===== src/rtl/pbh_consts.svh =====
// Purpose: constants for the primary bus hold interface
// Assumes: 20 MHz sys_clk
// Notes: definitions only
`ifndef PBH_CONSTS_SVH
`define PBH_CONSTS_SVH
`define PBH_ADDR_W 24
`define PBH_DATA_W 32
`define PBH_RESET_VECTOR 24'h000000
`endif


===== src/rtl/pbh_pkg.sv =====
// Purpose: types for the primary bus hold interface
// Assumes: nothing
// Notes: state enum only
package pbh_pkg;
    typedef enum logic [1:0] {
        PBH_IDLE = 2'b00,
        PBH_ACCESS = 2'b01,
        PBH_RELEASED = 2'b10,
        PBH_SHUTDOWN = 2'b11
    } pbh_state_t;
endpackage : pbh_pkg


===== src/rtl/pbh_req_if.sv =====
// Purpose: request channel between core side and bus engine
// Assumes: same clock on both ends
// Notes: valid/accept handshake
`timescale 1ns/1ns
`default_nettype none
`include "pbh_consts.svh"
interface pbh_req_if;
    logic req_valid;
    logic req_read;
    logic [`PBH_ADDR_W-1:0] req_addr;
    logic [`PBH_DATA_W-1:0] req_wdata;
    logic req_accept;
    modport src (output req_valid, output req_read, output req_addr, output req_wdata,
                 input req_accept);
    modport dst (input req_valid, input req_read, input req_addr, input req_wdata,
                 output req_accept);
endinterface : pbh_req_if
`default_nettype wire


===== src/rtl/pbh_sync.sv =====
// Purpose: two-flop synchroniser for the pin inputs
// Assumes: inputs asynchronous to sys_clk
// Notes: reset value is a parameter so low-active pins idle high
`timescale 1ns/1ns
`default_nettype none
module pbh_sync #(
    parameter int WIDTH = 1,
    parameter logic [WIDTH-1:0] INIT = '0
) (
    input wire logic sys_clk,
    input wire logic rst_n,
    input wire logic [WIDTH-1:0] d,
    output logic [WIDTH-1:0] q
);
    logic [WIDTH-1:0] meta;
    always_ff @(posedge sys_clk or negedge rst_n) begin
        if (!rst_n) begin
            meta <= INIT;
            q <= INIT;
        end else begin
            meta <= d;
            q <= meta;
        end
    end
endmodule : pbh_sync
`default_nettype wire


===== src/rtl/pbh_bus.sv =====
// Purpose: primary bus engine with release handshake
// Assumes: far side answers each access with ready_n low
// Notes: core requests enter through plain ports and pass an internal interface
//
// What this block does
// - direction high for reads, low for writes
// - access finishes only when the ready input is sampled asserted
// - a low release request lets any ongoing access finish first
// - while released, address, data, strobe and direction float; no new access
// - accesses held until release request goes high or ignore bit is set
// - grant driven low answering a low release request, on the same edge the bus floats
// - grant returns high when request goes high or ignore bit is set
// - held in reset while reset low; first fetch from the reset vector
// - shutdown low floats every pin until a later reset
`timescale 1ns/1ns
`default_nettype none
`include "pbh_consts.svh"
module pbh_bus #(
    parameter int ADDR_W = `PBH_ADDR_W,
    parameter int DATA_W = `PBH_DATA_W,
    parameter logic [ADDR_W-1:0] RESET_VECTOR = `PBH_RESET_VECTOR
) (
    input wire logic sys_clk,
    input wire logic rst_n,
    input wire logic core_valid,
    input wire logic core_read,
    input wire logic [ADDR_W-1:0] core_addr,
    input wire logic [DATA_W-1:0] core_wdata,
    output logic core_accept,
    output logic core_done,
    output logic [DATA_W-1:0] core_rdata,
    output logic boot_pending,
    input wire logic ignore_release_request,
    input wire logic ready_n,
    input wire logic release_req_n,
    input wire logic shutdown_float_n,
    input wire logic [DATA_W-1:0] data_lines_in,
    output logic [DATA_W-1:0] data_lines_out,
    output logic data_lines_oe,
    output logic [ADDR_W-1:0] address_lines,
    output logic address_lines_oe,
    output logic access_strobe_n,
    output logic access_strobe_oe,
    output logic read_write,
    output logic read_write_oe,
    output logic bus_release_grant_n,
    output logic bus_release_grant_oe
);
    logic [2:0] pins_s;
    logic [DATA_W-1:0] data_s;
    logic ready_s;
    logic release_s;
    logic shz_s;
    // far side lifts ready only once it sees strobe high, so through the
    // synchroniser the old ready stays visible for two cycles of the next access
    logic [1:0] acc_age;
    pbh_req_if req ();
    pbh_sync #(.WIDTH(3), .INIT(3'h7)) u_sync_ctl (
        .sys_clk(sys_clk),
        .rst_n(rst_n),
        .d({ready_n, release_req_n, shutdown_float_n}),
        .q(pins_s)
    );
    pbh_sync #(.WIDTH(DATA_W), .INIT('0)) u_sync_data (
        .sys_clk(sys_clk),
        .rst_n(rst_n),
        .d(data_lines_in),
        .q(data_s)
    );
    assign ready_s = !pins_s[2] && acc_age >= 2'h2;
    assign release_s = !pins_s[1] && !ignore_release_request;
    assign shz_s = !pins_s[0];
    // boot fetch from the vector is issued ahead of any core request
    assign req.req_valid = boot_pending || core_valid;
    assign req.req_read = boot_pending ? 1'b1 : core_read;
    assign req.req_addr = boot_pending ? RESET_VECTOR : core_addr;
    assign req.req_wdata = core_wdata;
    pbh_pkg::pbh_state_t state;
    pbh_pkg::pbh_state_t next_state;
    always_comb begin
        next_state = state;
        case (state)
            pbh_pkg::PBH_IDLE: begin
                if (shz_s) next_state = pbh_pkg::PBH_SHUTDOWN;
                else if (release_s) next_state = pbh_pkg::PBH_RELEASED;
                else if (req.req_valid) next_state = pbh_pkg::PBH_ACCESS;
            end
            pbh_pkg::PBH_ACCESS: begin
                if (shz_s) next_state = pbh_pkg::PBH_SHUTDOWN;
                else if (ready_s) next_state = pbh_pkg::PBH_IDLE;
            end
            pbh_pkg::PBH_RELEASED: begin
                if (shz_s) next_state = pbh_pkg::PBH_SHUTDOWN;
                else if (!release_s) next_state = pbh_pkg::PBH_IDLE;
            end
            pbh_pkg::PBH_SHUTDOWN: next_state = pbh_pkg::PBH_SHUTDOWN;
            default: next_state = pbh_pkg::PBH_IDLE;
        endcase
    end
    assign req.req_accept = (state == pbh_pkg::PBH_IDLE) &&
                            (next_state == pbh_pkg::PBH_ACCESS);
    always_ff @(posedge sys_clk or negedge rst_n) begin
        if (!rst_n) state <= pbh_pkg::PBH_IDLE;
        else state <= next_state;
    end
    // age of the running access; saturates so long waits cost nothing
    always_ff @(posedge sys_clk or negedge rst_n) begin
        if (!rst_n) begin
            acc_age <= 2'h0;
        end else if (req.req_accept) begin
            acc_age <= 2'h0;
        end else if (state == pbh_pkg::PBH_ACCESS && acc_age != 2'h3) begin
            acc_age <= acc_age + 2'h1;
        end
    end
    // launched access: pins held until ready, since the far side samples them
    always_ff @(posedge sys_clk or negedge rst_n) begin
        if (!rst_n) begin
            address_lines <= '0;
            data_lines_out <= '0;
            read_write <= 1'b1;
        end else if (req.req_accept) begin
            address_lines <= req.req_addr;
            data_lines_out <= req.req_wdata;
            read_write <= req.req_read;
        end
    end
    always_ff @(posedge sys_clk or negedge rst_n) begin
        if (!rst_n) begin
            access_strobe_n <= 1'b1;
            access_strobe_oe <= 1'b0;
            address_lines_oe <= 1'b0;
            read_write_oe <= 1'b0;
            data_lines_oe <= 1'b0;
            bus_release_grant_n <= 1'b1;
            bus_release_grant_oe <= 1'b0;
        end else begin
            access_strobe_n <= !(next_state == pbh_pkg::PBH_ACCESS);
            access_strobe_oe <= next_state != pbh_pkg::PBH_RELEASED &&
                                next_state != pbh_pkg::PBH_SHUTDOWN;
            address_lines_oe <= next_state != pbh_pkg::PBH_RELEASED &&
                                next_state != pbh_pkg::PBH_SHUTDOWN;
            read_write_oe <= next_state != pbh_pkg::PBH_RELEASED &&
                             next_state != pbh_pkg::PBH_SHUTDOWN;
            data_lines_oe <= next_state == pbh_pkg::PBH_ACCESS &&
                             (req.req_accept ? !req.req_read : !read_write);
            bus_release_grant_n <= next_state != pbh_pkg::PBH_RELEASED;
            bus_release_grant_oe <= next_state != pbh_pkg::PBH_SHUTDOWN;
        end
    end
    always_ff @(posedge sys_clk or negedge rst_n) begin
        if (!rst_n) begin
            core_done <= 1'b0;
            core_rdata <= '0;
            core_accept <= 1'b0;
        end else begin
            core_accept <= req.req_accept && !boot_pending;
            core_done <= state == pbh_pkg::PBH_ACCESS && ready_s && !shz_s;
            if (state == pbh_pkg::PBH_ACCESS && ready_s && read_write) core_rdata <= data_s;
        end
    end
    always_ff @(posedge sys_clk or negedge rst_n) begin
        if (!rst_n) boot_pending <= 1'b1;
        else if (req.req_accept) boot_pending <= 1'b0;
    end
    a_rw_stable_wait: assert property (@(posedge sys_clk) disable iff (!rst_n)
        (!access_strobe_n && $past(!access_strobe_n) && state == pbh_pkg::PBH_ACCESS)
        |-> $stable(address_lines) && $stable(read_write))
        else $error("address or direction moved during access");
    a_no_access_released: assert property (@(posedge sys_clk) disable iff (!rst_n)
        !bus_release_grant_n |-> access_strobe_n && !address_lines_oe && !data_lines_oe)
        else $error("bus driven while released");
    a_grant_floats_bus: assert property (@(posedge sys_clk) disable iff (!rst_n)
        $fell(bus_release_grant_n) |-> !access_strobe_oe && !read_write_oe)
        else $error("grant low with bus lines driven");
    a_grant_return: assert property (@(posedge sys_clk) disable iff (!rst_n)
        (state == pbh_pkg::PBH_RELEASED && !release_s && !shz_s) |=> bus_release_grant_n)
        else $error("grant stayed low after release ended");
    a_finish_before_release: assert property (@(posedge sys_clk) disable iff (!rst_n)
        (state == pbh_pkg::PBH_ACCESS && !ready_s && !shz_s) |=> !access_strobe_n)
        else $error("access dropped before ready");
    a_ready_ends_access: assert property (@(posedge sys_clk) disable iff (!rst_n)
        (state == pbh_pkg::PBH_ACCESS && ready_s && !shz_s) |=> core_done ##1 !core_done)
        else $error("ready did not complete access");
    a_write_drives_data: assert property (@(posedge sys_clk) disable iff (!rst_n)
        (!access_strobe_n && access_strobe_oe) |-> (data_lines_oe == !read_write))
        else $error("data drive disagrees with direction");
    a_hold_waits: assert property (@(posedge sys_clk) disable iff (!rst_n)
        (state == pbh_pkg::PBH_RELEASED && release_s) |=> !req.req_accept)
        else $error("access started while released");
    a_shutdown_floats: assert property (@(posedge sys_clk) disable iff (!rst_n)
        (state == pbh_pkg::PBH_SHUTDOWN) |-> ##1 (!bus_release_grant_oe && !address_lines_oe
        && !access_strobe_oe && !data_lines_oe && !read_write_oe))
        else $error("pins driven in shutdown");
    a_boot_vector: assert property (@(posedge sys_clk) disable iff (!rst_n)
        (boot_pending && req.req_accept) |=> address_lines == RESET_VECTOR && read_write)
        else $error("first fetch not from reset vector");
    // a ready left over from the previous access must not end this one
    a_ready_settle: assert property (@(posedge sys_clk) disable iff (!rst_n)
        (state == pbh_pkg::PBH_ACCESS && acc_age < 2'h2 && !shz_s) |=> !access_strobe_n)
        else $error("access ended on a stale ready");
    a_read_no_drive: assert property (@(posedge sys_clk) disable iff (!rst_n)
        (state == pbh_pkg::PBH_ACCESS && read_write) |-> !data_lines_oe)
        else $error("data driven during a read");
    a_accept_single: assert property (@(posedge sys_clk) disable iff (!rst_n)
        core_accept |=> !core_accept)
        else $error("accept pulse longer than one cycle");
    a_grant_oe_kept: assert property (@(posedge sys_clk) disable iff (!rst_n)
        (next_state != pbh_pkg::PBH_SHUTDOWN) |=> bus_release_grant_oe)
        else $error("grant floated outside shutdown");
    a_rdata_on_done: assert property (@(posedge sys_clk) disable iff (!rst_n)
        $changed(core_rdata) |-> core_done)
        else $error("read data moved without a finished access");
endmodule : pbh_bus
`default_nettype wire


===== config.mk =====
export PLATFORM = sky130hd
export DESIGN_NAME = pbh_bus
export DESIGN_NICKNAME = d
export VERILOG_FILES = /design/src/rtl/pbh_pkg.sv /design/src/rtl/pbh_req_if.sv /design/src/rtl/pbh_sync.sv /design/src/rtl/pbh_bus.sv
export VERILOG_INCLUDE_DIRS = /design/src /design/src/rtl
export SDC_FILE = /design/constraint.sdc
export NUM_CORES = 1
export LEC_CHECK = 0
export ABC_AREA = 1
export BUFFER_PORTS_ARGS = -buffer_cell sky130_fd_sc_hd__buf_2
export CORE_MARGIN = 5
export CORE_UTILIZATION = 38
export DETAILED_ROUTE_END_ITERATION = 8
export GPL_TIMING_DRIVEN = 0
export PLACE_DENSITY = 0.64
export SLEW_MARGIN = 10
export SYNTH_ARGS = -nofsm -noshare
export SYNTH_HDL_FRONTEND = slang
export SYNTH_SLANG_ARGS = --single-unit

===== constraint.sdc =====
create_clock -name sys_clk -period 2.9 [get_ports sys_clk]
set_input_delay 0.435 -clock sys_clk [delete_from_list [all_inputs] [get_ports sys_clk]]
set_output_delay 0.435 -clock sys_clk [all_outputs]
set_load 0.03 [all_outputs]

; Word-level counts from Yosys, hierarchy flattened
; Cells that the tools add are included.
[word_totals]
elab_cells = 60
inputBits = 96
regBits = 171
[op_classes]
n_lt_le_gt_ge = 1
n_mux = 13
eq_ne = 7
reduce_logical = 20
n_addsub = 1
[op_table]
columns = op, count
row1 = $mux 24, 1
row2 = $mux 2, 9
row3 = $logic_and 1x1->1, 10
row4 = $pmux 2 s4, 1
row5 = $logic_not 1->1, 7
row6 = $ne 2x2->1 const B, 3
row7 = $eq 2x1->1 const B, 2
row8 = $eq 2x2->1 const B, 2
row9 = $add 2x1->2 const B, 1
row10 = $ge 2x2->1 const B, 1
row11 = $logic_not 2->1, 1
row12 = $mux 1, 2
row13 = $reduce_bool 2->1, 1
row14 = $logic_or 1x1->1, 1

; Logic depth before layout (Yosys ltp)
[logic_depth]
depth_word = 9
ltp_mapped = 10

; By module
; A second synthesis with hierarchy kept.
[hier_totals]
cells_unflattened = 435
hier_area_um2 = 5661.7
[modules_own_cells]
columns = module, area_each_um2, cells_each, n_inst, seq_area_each_um2
row1 = pbh_bus, 3902.5, 365, 1, 2532.4
row2 = pbh_sync (u_sync_data), 1601.5, 64, 1, 1601.5
row3 = pbh_sync (u_sync_ctl), 157.7, 6, 1, 157.7

; Least setup slack after synthesis
; OpenSTA, ideal clock, no wires.
[synth_timing]
path_type = reg-to-reg
from = reg boot_pending
to = reg address_lines[10]
n_path_buf = 1
t_required_ps = 2834
setup_time_ps = 66
arrival_time_ps = 1498
synth_period_minus_slack_ps = 1564
path_stages_with_launch = 10
slack_ps = 1336
cell_sequence = dfstp_2 -> inv_1 -> nand2_1 -> nand3_1 -> nand2_1 -> nand4_4 -> nor2_4 -> buf_4 -> nand2_1 -> nand2_1
[synth_between]
elab_chain_len = 7
[synth_rtl]
columns = element, line_no
row1 = "start, declared", pbh_bus.sv:32  ; output logic boot_pending,
row2 = "start signal, assigned", pbh_bus.sv:163  ; if (!rst_n) boot_pending <= 1'b1;
row3 = "start signal, assigned", pbh_bus.sv:164  ; else if (req.req_accept) boot_pending <= 1'b0;
row4 = $logic_or 1x1->1, pbh_bus.sv:74  ; assign req.req_valid = boot_pending || core_valid;
row5 = $mux 2, pbh_bus.sv:86  ; else if (req.req_valid) next_state = pbh_pkg::PBH_ACCESS;
row6 = $mux 2, pbh_bus.sv:85  ; else if (release_s) next_state = pbh_pkg::PBH_RELEASED;
row7 = $mux 2, pbh_bus.sv:84  ; if (shz_s) next_state = pbh_pkg::PBH_SHUTDOWN;
row8 = $pmux 2 s4, pbh_bus.sv:82  ; case (state)
row9 = $eq 2x1->1, pbh_bus.sv:101  ; (next_state == pbh_pkg::PBH_ACCESS);
row10 = $logic_and 1x1->1, pbh_bus.sv:100  ; assign req.req_accept = (state == pbh_pkg::PBH_IDLE) &&
row11 = "end signal, assigned", pbh_bus.sv:123  ; address_lines <= req.req_addr;
row12 = "end, declared", pbh_bus.sv:40  ; output logic [ADDR_W-1:0] address_lines,
; Parallel ways exist; a longest one is shown, timed or not.
; A chain may end at the register's enable or synchronous reset.

; Final worst setup path
[layout_timing]
from = reg acc_age[0]
to = reg address_lines[8]
[layout_between]
elab_chain_len = 7
[layout_rtl]
columns = element, line_no
row1 = "start, declared", pbh_bus.sv:56  ; logic [1:0] acc_age;
row2 = "start signal, assigned", pbh_bus.sv:113  ; acc_age <= acc_age + 2'h1;
row3 = $ge 2x2->1, pbh_bus.sv:70  ; assign ready_s = !pins_s[2] && acc_age >= 2'h2;
row4 = $logic_and 1x1->1, pbh_bus.sv:70
row5 = $mux 2, pbh_bus.sv:90  ; else if (ready_s) next_state = pbh_pkg::PBH_IDLE;
row6 = $mux 2, pbh_bus.sv:89  ; if (shz_s) next_state = pbh_pkg::PBH_SHUTDOWN;
row7 = $pmux 2 s4, pbh_bus.sv:82
row8 = $eq 2x1->1, pbh_bus.sv:101
row9 = $logic_and 1x1->1, pbh_bus.sv:100
; Every way passes these cells.

==> results.ini <==
[status]
status = complete, no violations

[grt]
grt_max_degree = 90
antenna_found_initial = 0
track_usage_pct = 15.0
grt_pass1_vias = 4092
overflow = 0
grt_pass1_wl_microns = 20800

[synth]
synth.distinct_cells = 18
syn_inst = 439
ys_seq_elements = 171
yosysWarnings = 0
synth.avg_cell_area_sq_um = 12.8
seq_area_frac_synth_pct = 76.2
syn_nets = 537
synth_area_sq_um = 5630

[power_and_ir_drop]
ir_drop_v = 0.000396
leakagePower_nw = 4.31
p_per_area_nw_per_um2 = 633
p_total_mw = 4.72

[timing]
hold_violations = 0
finalSetupTns_ns = 0
hold_slack_ns = 0.00942
fin_skew_ns = 0.0131
setup_violations = 0
min_period_ns = 1.86
worstMarginPinSlew_ns = 0.658
slew_headroom_pct = 56.1
fin_crit_sh_pct = 64.1
slew_violations = 0
rsz0062_at_grt = false
fmax_mhz = 538

[clock_network]
clk_path_buf_depth = 2
cts_tree = yes
root_buffer = clkbuf_16
clock-sinks = 171
htreeDepth = 4
clkTransAtPathRegs_ns = 0.07
cts_buffers = 17
clk_latency_ns = 0.43
post_cts_buffers = 0
cts-resized-gates = 0
cts_hold_buf = 0

[cells_and_area]
fin_area_sq_um = 7450
drive_gt1_share_pct = 43.5
area_growth_syn_to_layout_pct = 32.2
final_util_pct = 51.2
nNetsFinal = 751
n_antenna_cell = 0

[min_path]
hold_class = in -> async

[route]
dr.pass1.iters = 4
via_per_inst = 4.37
num_vias = 3714
remaining_drc_errors = 0
drt_iter0_markers = 132
post_drt_wl_per_cell_microns = 14.4
wirelength_microns = 12200
ant_nets = 0

[setup_path]
start_kind = register
cp.arrival_ns = 2.21
startpoint = acc_age[0]
path_class = reg -> reg
critPathRequiredTime_ns = 3.25
path_max_fanout = 10
endpoint_kind = register
r2r_start = acc_age[0]

[placement]
detailed_place.area_sq_um = 6870
gp_congestion = 0.780
post-dp-hpwl_microns = 8880
port_buffers = 194

[floorplan]
fp.coreArea_sq_um = 14500
placementRows = 44
die_y_microns = 132
pin_count = 195
die-area_sq_um = 17400
fp.dieW_microns = 132
initial_core_util_pct = 38.7

[job]
cap_viol_max_count = 0

## power breakdown
group / total [mW] / internal (mW) / switching, mW
Clock: 2.15 / 1.14 / 1.01
Sequential: 2.45 / 2.44 / 0.0128
Combinational: 0.115 / 0.0509 / 0.0639
Total: 4.72 / 3.63 / 1.09
## logic make-up (layout without fill, tap and decap cells)
group           after synthesis  in the layout  share of synthesized area, %
simple gates                199            199                          13.9
mux                          32             32                          6.40
buf+inv                      33            260                          2.67
flops                       171            171                          76.2
compound gates                2              2                         0.378
fa+ha+maj                     2              2                         0.444
## metrics by stage
stage                     cells  setup WS, ns
after global placement      817         -1.06
after floorplan             439          1.34
final                       850          1.04
after detailed placement    818          1.02
after global routing        850         0.847
after CTS                   850         0.990
## final timing paths
kind,to,cells past startpoint,slack (ns)
max in group asynchronous,u_sync_data.meta[17],2,2.07
setup / recovery,address_lines[8],10,1.04
hold reg to reg,u_sync_data.q[13],0,0.34
min in group sys_clk,u_sync_data.meta[12],1,0.11
setup reg to reg,address_lines[8],10,1.04
hold / removal,core_rdata[9],1,0.009
## area by class of cell
type	count	area, sq um
plain buffers	16	86.3
clock buffers	17	425
clock inverters	15	151
fillers	1310	7090
inverters	17	63.8
multi-input cells	235	1190
flip-flops and latches	171	4290
well taps	184	230
repair buffers	195	1010
## Yosys cell counts (all sizes together)
cell type  count  share of area (%)
a21oi          1               0.29
buf           13                1.3
clkbuf         3               0.20
dfrtp        161                 72
dfstp         10                4.7
ha             2               0.44
inv           17                1.1
mux2          32                6.4
nand2        184                 12
nand3          5               0.44
nand4          1               0.38
nor2           8               0.71
o21ai          1              0.089
or2            1               0.11
## critical path, stage by stage (launching register included)
cell	delay (ns)
dfrtp_1	0.37
inv_1	0.06
ha_1	0.19
nor2_1	0.10
nor2_1	0.06
nand3_1	0.15
nand4_4	0.26
nor2_4	0.26
buf_4	0.20
nand2_1	0.06
nand2_1	0.07
## flip-flops by register name, summed over array words and instances (netlist names), 2 cells and up
signal	cells
core_rdata	32
data_lines_out	32
u_sync_ctl.meta	3
address_lines	24
u_sync_data.meta	32
acc_age	2
state	2
u_sync_ctl.q	3
u_sync_data.q	32
## routing by layer
layer	wire length, microns	part of all wire (%)	track usage (%)
met2	5810	47	23.2
met3	885	7.2	5.73
met4	172	1.4	5.31
met1	5370	44	19.4
met5	0	0	0
## placed cells by master (no fill, tap or decap)
cell / synthesis / layout
clkinvlp_4: 0 / 3
a21oi_4: 1 / 1
buf_16: 0 / 1
inv_2: 3 / 3
nand2_1: 184 / 184
inv_6: 0 / 2
clkinv_2: 0 / 1
nand4_4: 1 / 1
or2_2: 1 / 1
buf_8: 0 / 1
clkbuf_1: 3 / 3
nor2_2: 1 / 1
inv_1: 14 / 14
clkbuf_16: 0 / 17
mux2_2: 32 / 32
buf_2: 9 / 202
clkinv_8: 0 / 2
ha_1: 2 / 2
clkinv_4: 0 / 2
nand3_1: 5 / 5
nor2_1: 6 / 6
dfstp_2: 10 / 10
o21ai_0: 1 / 1
nor2_4: 1 / 1
inv_8: 0 / 5
dfrtp_1: 161 / 161
buf_4: 4 / 4
No activity file was read; power rests on OpenSTA's default activity.
